$ cat src/lpmc_defs.svh
// constants for the low-power mode controller
`ifndef LPMC_DEFS_SVH
`define LPMC_DEFS_SVH
`define LPMC_SW_W 16
`define LPMC_BIT_CPU_HALT 4
`define LPMC_BIT_OSC_DIS 5
`define LPMC_BIT_CG0 6
`define LPMC_BIT_CG1 7
`define LPMC_BIT_GIE 3
`define LPMC_CODE_ACTIVE 4'h0
`define LPMC_CODE_A 4'h1
`define LPMC_CODE_B 4'h5
`define LPMC_CODE_C 4'h9
`define LPMC_CODE_D 4'hd
`define LPMC_CODE_E 4'hf
`define LPMC_SW_RESET 16'h0000
`endif

$ cat src/lpmc_pkg.sv
// types for the low-power mode controller
package lpmc_pkg;
	typedef enum logic [3:0] {
		LPMC_ACTIVE = 4'h0,
		LPMC_MODE_A = 4'h1,
		LPMC_MODE_B = 4'h2,
		LPMC_MODE_C = 4'h3,
		LPMC_MODE_D = 4'h4,
		LPMC_MODE_E = 4'h5,
		LPMC_SHUT_RTC = 4'h6,
		LPMC_SHUT_NOCLK = 4'h7,
		LPMC_UNLISTED = 4'h8
	} lpmc_mode_t;
	typedef struct packed {
		logic [15:0] status_word;
		lpmc_mode_t mode;
		logic cpu_run;
		logic mclk_en;
		logic aclk_en;
		logic sub_main_clock_en;
		logic osc_en;
		logic bias_en;
		logic reg_en;
		logic retain;
		logic pin_freeze;
		logic shut_active;
		logic shut_wake;
	} lpmc_state_t;
endpackage : lpmc_pkg

$ cat src/lpmc_ctrl.sv
// low-power mode decode and clock and power gating
// Summary of operation
// - mode chosen from four status bits, clock requests, regulator bit
// - mode saved and restored with status word
// - reloaded word sets mode, even if altered
// - mode bit writes take effect at once
// - peripherals idle while their clock gated
// - retained modes keep pins, ram, registers
// - enabled interrupt wakes retained modes
// - code 1111 plus regulator off: shutdown
// - shutdown entry freezes all port pins
// - no-clock shutdown wakes: power, reset, pins
// - rtc shutdown also wakes on rtc event
// - code 0000 active; sub clock optional
// - active: oscillator on if it sources clock
// - bias on if oscillator on, or if feeding in active and first two modes
// - codes 0001/0101 first, second modes
// - code 1001 third mode, aux only
// - code 1101 fourth mode, aux only
// - code 1111 regulator on: all stopped
// - rtc shutdown keeps rtc clock alive
// - no-clock shutdown stops every source
// - exit clears cg1, osc, cpu and gie bits, keeps cg0
// - clock requests override gating of codes 1001, 1101, 1111 with regulator on
`timescale 1ns/1ns
`include "lpmc_defs.svh"
module lpmc_ctrl
	import lpmc_pkg::*;
(
	// clock and reset
	input wire logic mclk,
	input wire logic reset,
	// status word traffic from the cpu core
	input wire logic sw_write,
	input wire logic [15:0] sw_wdata,
	input wire logic irq_enter,
	input wire logic irq_return,
	input wire logic [15:0] stacked_sw,
	input wire logic irq_pending,
	// configuration of the clock tree
	input wire logic sub_clock_off_bit,
	input wire logic regulator_off_bit,
	input wire logic rtc_select,
	input wire logic osc_feeds_aclk,
	input wire logic osc_feeds_mclk,
	input wire logic osc_feeds_sub_main_clock,
	input wire logic aclk_request,
	input wire logic sub_main_clock_request,
	// wake sources for shutdown
	input wire logic power_cycle,
	input wire logic reset_pin_event,
	input wire logic wake_pin_event,
	input wire logic rtc_event,
	// outputs
	output logic [15:0] status_word,
	output logic [15:0] saved_sw,
	output lpmc_mode_t mode,
	output logic cpu_run,
	output logic mclk_en,
	output logic aclk_en,
	output logic sub_main_clock_en,
	output logic osc_en,
	output logic bias_en,
	output logic reg_en,
	output logic retain,
	output logic pin_freeze,
	output logic shut_wake
);
	lpmc_state_t s_reg;
	lpmc_state_t s_next;
	logic [15:0] save_reg;
	logic [15:0] save_next;
	logic [15:0] sw;
	logic [3:0] code;
	logic low_power;
	logic smc_ok;
	logic wake;

	always_comb begin
		s_next = s_reg;
		save_next = save_reg;
		sw = s_reg.status_word;
		low_power = sw[`LPMC_BIT_CPU_HALT];
		smc_ok = !sub_clock_off_bit;
		// interrupt entry stacks the word and leaves the low-power mode
		if (irq_enter) begin
			save_next = sw;
			if (low_power || s_reg.mode != LPMC_ACTIVE) begin
				sw[`LPMC_BIT_CG1] = 1'b0;
				sw[`LPMC_BIT_OSC_DIS] = 1'b0;
				sw[`LPMC_BIT_CPU_HALT] = 1'b0;
			end
			sw[`LPMC_BIT_GIE] = 1'b0;
		end else if (irq_return) begin
			sw = stacked_sw;
		end else if (sw_write) begin
			sw = sw_wdata;
		end
		// a pending interrupt clears the halt bit only in the cycle of interrupt entry
		if (irq_pending && !s_reg.shut_active)
			sw[`LPMC_BIT_CPU_HALT] = sw[`LPMC_BIT_CPU_HALT] & ~irq_enter;
		code = {sw[`LPMC_BIT_CG1], sw[`LPMC_BIT_CG0], sw[`LPMC_BIT_OSC_DIS], sw[`LPMC_BIT_CPU_HALT]};
		s_next.status_word = sw;
		// shutdown latches until a wake source; core is unpowered meanwhile
		wake = power_cycle | reset_pin_event | wake_pin_event;
		if (s_reg.mode == LPMC_SHUT_RTC)
			wake = wake | rtc_event;
		if (s_reg.shut_active) begin
			// core unpowered: the status word refuses traffic until a wake source; entry still loads saved_sw
			s_next.status_word = s_reg.status_word;
			s_next.shut_wake = wake;
			if (wake) begin
				s_next = '0;
				s_next.status_word = `LPMC_SW_RESET;
				s_next.shut_wake = 1'b1;
				s_next.mode = LPMC_ACTIVE;
			end
		end else begin
			s_next.shut_wake = 1'b0;
			unique case (code)
				`LPMC_CODE_ACTIVE: s_next.mode = LPMC_ACTIVE;
				`LPMC_CODE_A: s_next.mode = LPMC_MODE_A;
				`LPMC_CODE_B: s_next.mode = LPMC_MODE_B;
				`LPMC_CODE_C: s_next.mode = sub_main_clock_request ? LPMC_MODE_A : LPMC_MODE_C;
				`LPMC_CODE_D: s_next.mode = sub_main_clock_request ? LPMC_MODE_B : LPMC_MODE_D;
				`LPMC_CODE_E: begin
					if (regulator_off_bit)
						s_next.mode = rtc_select ? LPMC_SHUT_RTC : LPMC_SHUT_NOCLK;
					else if (sub_main_clock_request)
						s_next.mode = LPMC_MODE_B;
					else if (aclk_request)
						s_next.mode = LPMC_MODE_D;
					else
						s_next.mode = LPMC_MODE_E;
				end
				default: s_next.mode = LPMC_UNLISTED;
			endcase
			s_next.reg_en = 1'b1;
			s_next.retain = 1'b1;
			s_next.pin_freeze = 1'b0;
			s_next.shut_active = 1'b0;
			unique case (s_next.mode)
				LPMC_ACTIVE: begin
					s_next.cpu_run = 1'b1;
					s_next.mclk_en = 1'b1;
					s_next.aclk_en = 1'b1;
					s_next.sub_main_clock_en = smc_ok;
					s_next.osc_en = osc_feeds_aclk | osc_feeds_mclk | (osc_feeds_sub_main_clock & smc_ok);
				end
				LPMC_MODE_A, LPMC_MODE_B: begin
					s_next.cpu_run = 1'b0;
					s_next.mclk_en = 1'b0;
					s_next.aclk_en = 1'b1;
					s_next.sub_main_clock_en = smc_ok;
					s_next.osc_en = osc_feeds_aclk | (osc_feeds_sub_main_clock & smc_ok);
				end
				LPMC_MODE_C, LPMC_MODE_D: begin
					s_next.cpu_run = 1'b0;
					s_next.mclk_en = 1'b0;
					s_next.aclk_en = 1'b1;
					s_next.sub_main_clock_en = 1'b0;
					s_next.osc_en = (s_next.mode == LPMC_MODE_C) & osc_feeds_aclk;
				end
				LPMC_MODE_E: begin
					s_next.cpu_run = 1'b0;
					s_next.mclk_en = 1'b0;
					s_next.aclk_en = 1'b0;
					s_next.sub_main_clock_en = 1'b0;
					s_next.osc_en = 1'b0;
				end
				LPMC_SHUT_RTC, LPMC_SHUT_NOCLK: begin
					// rtc domain is outside this block; aclk_en stands for its source
					s_next.cpu_run = 1'b0;
					s_next.mclk_en = 1'b0;
					s_next.aclk_en = (s_next.mode == LPMC_SHUT_RTC);
					s_next.sub_main_clock_en = 1'b0;
					s_next.osc_en = 1'b0;
					s_next.reg_en = 1'b0;
					s_next.retain = 1'b0;
					s_next.pin_freeze = 1'b1;
					s_next.shut_active = 1'b1;
				end
				default: begin
					s_next.cpu_run = !code[0];
					s_next.mclk_en = !code[0];
					s_next.aclk_en = 1'b1;
					s_next.sub_main_clock_en = !code[3] & smc_ok;
					s_next.osc_en = !code[1] & (osc_feeds_aclk | osc_feeds_mclk | (osc_feeds_sub_main_clock & smc_ok));
				end
			endcase
			// bias also on for osc feeding main or sub clock in active and first two modes only
			if (s_next.mode == LPMC_ACTIVE || s_next.mode == LPMC_MODE_A || s_next.mode == LPMC_MODE_B)
				s_next.bias_en = s_next.osc_en | osc_feeds_mclk | (osc_feeds_sub_main_clock & smc_ok);
			else
				s_next.bias_en = s_next.osc_en;
		end
	end

	always_ff @(posedge mclk or posedge reset) begin
		if (reset) begin
			s_reg <= '{status_word: 16'h0000, mode: LPMC_ACTIVE, cpu_run: 1'b1, mclk_en: 1'b1,
				aclk_en: 1'b1, sub_main_clock_en: 1'b1, osc_en: 1'b1, bias_en: 1'b1, reg_en: 1'b1,
				retain: 1'b1, pin_freeze: 1'b0, shut_active: 1'b0, shut_wake: 1'b0};
			save_reg <= 16'h0000;
		end else begin
			s_reg <= s_next;
			save_reg <= save_next;
		end
	end

	assign status_word = s_reg.status_word;
	assign saved_sw = save_reg;
	assign mode = s_reg.mode;
	assign cpu_run = s_reg.cpu_run;
	assign mclk_en = s_reg.mclk_en;
	assign aclk_en = s_reg.aclk_en;
	assign sub_main_clock_en = s_reg.sub_main_clock_en;
	assign osc_en = s_reg.osc_en;
	assign bias_en = s_reg.bias_en;
	assign reg_en = s_reg.reg_en;
	assign retain = s_reg.retain;
	assign pin_freeze = s_reg.pin_freeze;
	assign shut_wake = s_reg.shut_wake;
endmodule : lpmc_ctrl

$ cat config.mk
export PLATFORM = sky130hd
export DESIGN_NAME = lpmc_ctrl
export DESIGN_NICKNAME = d
export VERILOG_FILES = /design/src/lpmc_pkg.sv /design/src/lpmc_ctrl.sv
export VERILOG_INCLUDE_DIRS = /design/src /design/src/src
export SDC_FILE = /design/constraint.sdc
export NUM_CORES = 1
export LEC_CHECK = 0
export BUFFER_PORTS_ARGS = -buffer_cell sky130_fd_sc_hd__buf_2
export CAP_MARGIN = 20
export CORE_AREA = 2 2 66 93
export DETAILED_ROUTE_END_ITERATION = 7
export DIE_AREA = 0 0 68 95
export PLACE_DENSITY = 0.82
export REMOVE_ABC_BUFFERS = 1
export SLEW_MARGIN = 10
export SYNTH_ARGS = -nofsm -noshare
export SYNTH_HDL_FRONTEND = slang
export SYNTH_SLANG_ARGS = --single-unit
$ cat constraint.sdc
create_clock -name mclk -period 1.7 [get_ports mclk]
set_clock_uncertainty 0.1 [all_clocks]
set_input_delay 0.17 -clock mclk [delete_from_list [all_inputs] [get_ports mclk]]
set_output_delay 0.17 -clock mclk [all_outputs]
set_load 0.1 [all_outputs]
==> metrics.txt <==
outcome finished with violations; failing checks setup timing; Vias per Instance 5.320; Critical-path top delay cell dfrtp_1; share of cells above drive strength 1 0.5364; metal2 WL 3366 µm; Post-synth ARST share 1.000; Post-Syn Instances 239; CP arrival 1.96 ns; Routed WL 6318 µm; Root Driver clkbuf_8; kind of cell adding the most delay to the critical path compound AO/OA/AOI/OAI gates; worst skew pair latency 0.29 ns; CP startpoint kind flip-flop; hpwl dp 4884 µm; EDFF count, synth 0; CTS tree yes; Worst-path clk slew 0.08 ns; worst-path maximum fanout 2; Max Used Layer met4; CP endpoint kind flip-flop; Port Buffers 94; H-tree depth 2; Residual DRC 0; Finished Core Util 0.5663; number of fill cells in the layout 508; wl on met1 2487 µm; vias in the first global route 2072; worst path bufs/invs 0; Setup-failing EPs final 6; yosys warns 0; io pins 96; Initial Util 0.4216; Horiz. Die Dim 68 µm; met3 WL post-DR 390 µm; GR Util All Layers 0.1998; placed inst area 2980 µm²; Overflow after GRT 0; Avg WL per Cell 15.30 µm; design area 3227 µm²; max-slew violation count 0; crit path time final 1.826 ns; die height 95 µm; fmax 547.6 MHz; Final Worst Setup Slack -0.1260 ns; Pre-antenna DRT Iters 4; Diodes inserted 0; Critical Path Max Stage Delay 0.37 ns; Max clock buf depth 2; initial antenna violation count 0; Core Area 5698 µm²; post-synth cell types 43; Final Hold Vio Count 0; critical path, cell by cell nor2b_4 -> a211oi_4 -> o32ai_4 -> mux2_4 -> a31oi_4 -> o211ai_1 -> nand3_1; Die Area 6460 µm²; DR vias 2197; Syn Area/Cell 10.05 µm²; net count reported at finish 392; largest net degree at the start of global routing 24; sequential cell area 1134 µm²; Rows 33; global-route wire length before repair 9777 µm; Yosys reg bits 45; Clock Sinks 45; RSZ-0062 raised after global routing yes; post-synthesis sequential area ratio 0.4719; worst slew pin tran 0.5356 ns; HP Class input port to flip-flop; mapped cell area 2402 µm²; Setup CP Type flip-flop to flip-flop; pre-CTS setup slack -0.1862 ns; total CTS buffers 5; Static Leakage 1.575 nW; max-cap viol count 0; remaining antenna violation count 0; Power Dens Cells 1164 nW/µm²; area of the multi-input gates 1097 µm²; WP data required 1.84 ns; Slew HR 0.6396; fin crit share 1.074; P&R area growth vs syn 34.32%; top_reg_cell synth dfrtp_1; VDD IR max 0.5536 mV; Iteration-0 DRC Markers 72; RePlAce Congestion 0.9065
timing repair:
action | CTS | global route
setup buffers | 4 | 1
pin swaps | 9 | 4
endpoints found under the hold margin | 8 | 0
setup endpoints to repair | 14 | 12
resized for setup | 18 | 7
hold buffers | 1 | 0
worst register-to-register path, delay by kind of cell, from the launching register on:
family / cells / cell delay, ns
multiplexers: 1 / 0.36
AND/OR/NAND/NOR: 2 / 0.27
AO/OA/AOI/OAI: 4 / 0.69
flip-flops: 1 / 0.37
layout make-up:
| type | instances | area share |
|---|---|---|
| well taps | 70 | 0.02714 |
| flip-flops and latches | 45 | 0.3513 |
| repair buffers | 133 | 0.2385 |
| clock inverters | 1 | 0.009306 |
| inverters | 6 | 0.006979 |
| multi-input cells | 151 | 0.3401 |
| clock buffers | 7 | 0.02675 |
report_power, final:
part	leakage (nW)	switching, mW	internal [mW]
combinational	0.953	1.28	0.372
sequential	0.564	0.0699	1.20
clock	0.0585	0.352	0.479
total	1.57	1.70	2.06
layer usage:
metal / vias to the layer above / track usage
li1: 1053 / -
met1: 1055 / 0.2313
met4: 0 / 0.05000
met5: - / 0
met3: 10 / 0.04052
met2: 79 / 0.3649
cells in the mapped netlist, types with 3 or more instances:
master     n  share of area
a21o_1     3         0.0094
buf_4     23          0.072
clkbuf_1   9          0.014
nor2_1     8          0.013
inv_1      6         0.0094
o21ai_0   23          0.048
nand2b_1   4          0.010
nand2_1   13          0.020
mux2_2    15          0.070
nor2b_1    7          0.018
nand3_1   19          0.040
a21oi_1    9          0.019
dfstp_2    6          0.066
nor4_1     3         0.0078
dfrtp_1   39           0.41
nor3_1     5          0.010
a22oi_1   12          0.038
per-stage QoR:
stage	TNS, ns	total power [mW]	hold slack (ns)	instances
final	-0.5184	3.756	0.06160	413
after detailed placement	-1.543	2.900	0.06862	400
after floorplan	-10.13	2.512	0.1790	202
after global routing	-1.505	3.918	0.08124	413
after global placement	-1.118	2.877	0.05928	400
after CTS	-0.4795	3.770	0.05976	412
cells in the final DEF, fill, tap and decap left out, types with 4 or more instances in the layout:
cell type and n:
a22oi_1 12, buf_2 94, o21ai_0 21, clkbuf_8 6, nor2_1 5, nand2_1 9, nand2b_1 4, nor2b_1 6
nand3_1 19, mux2_2 15, buf_4 37, inv_1 5, dfstp_2 6, a21oi_1 8, dfrtp_1 39
path summary, 6_finish.rpt:
kind,startpoint,end,slack [ns],cells after the start
max,status_word[5]$_DFFE_PP0P_,bias_en$_DFFE_PP1P_,-0.13,7
min,sw_wdata[10],status_word[10]$_DFFE_PP0P_,0.06,3
max reg2reg,status_word[5]$_DFFE_PP0P_,bias_en$_DFFE_PP1P_,-0.13,7
min reg2reg,aclk_en$_DFFE_PP1P_,aclk_en$_DFFE_PP1P_,0.38,2
max in group asynchronous,reset,mode[2]$_DFFE_PP0P_,0.65,4
min in group asynchronous,reset,saved_sw[4]$_DFFE_PP0P_,0.31,3
logic make-up after synthesis:
family,share of synthesized area
buf+inv,0.1073
compound gates,0.1974
flops,0.4719
mux,0.08073
simple gates,0.1427
No activity file was read; power rests on OpenSTA's default activity.
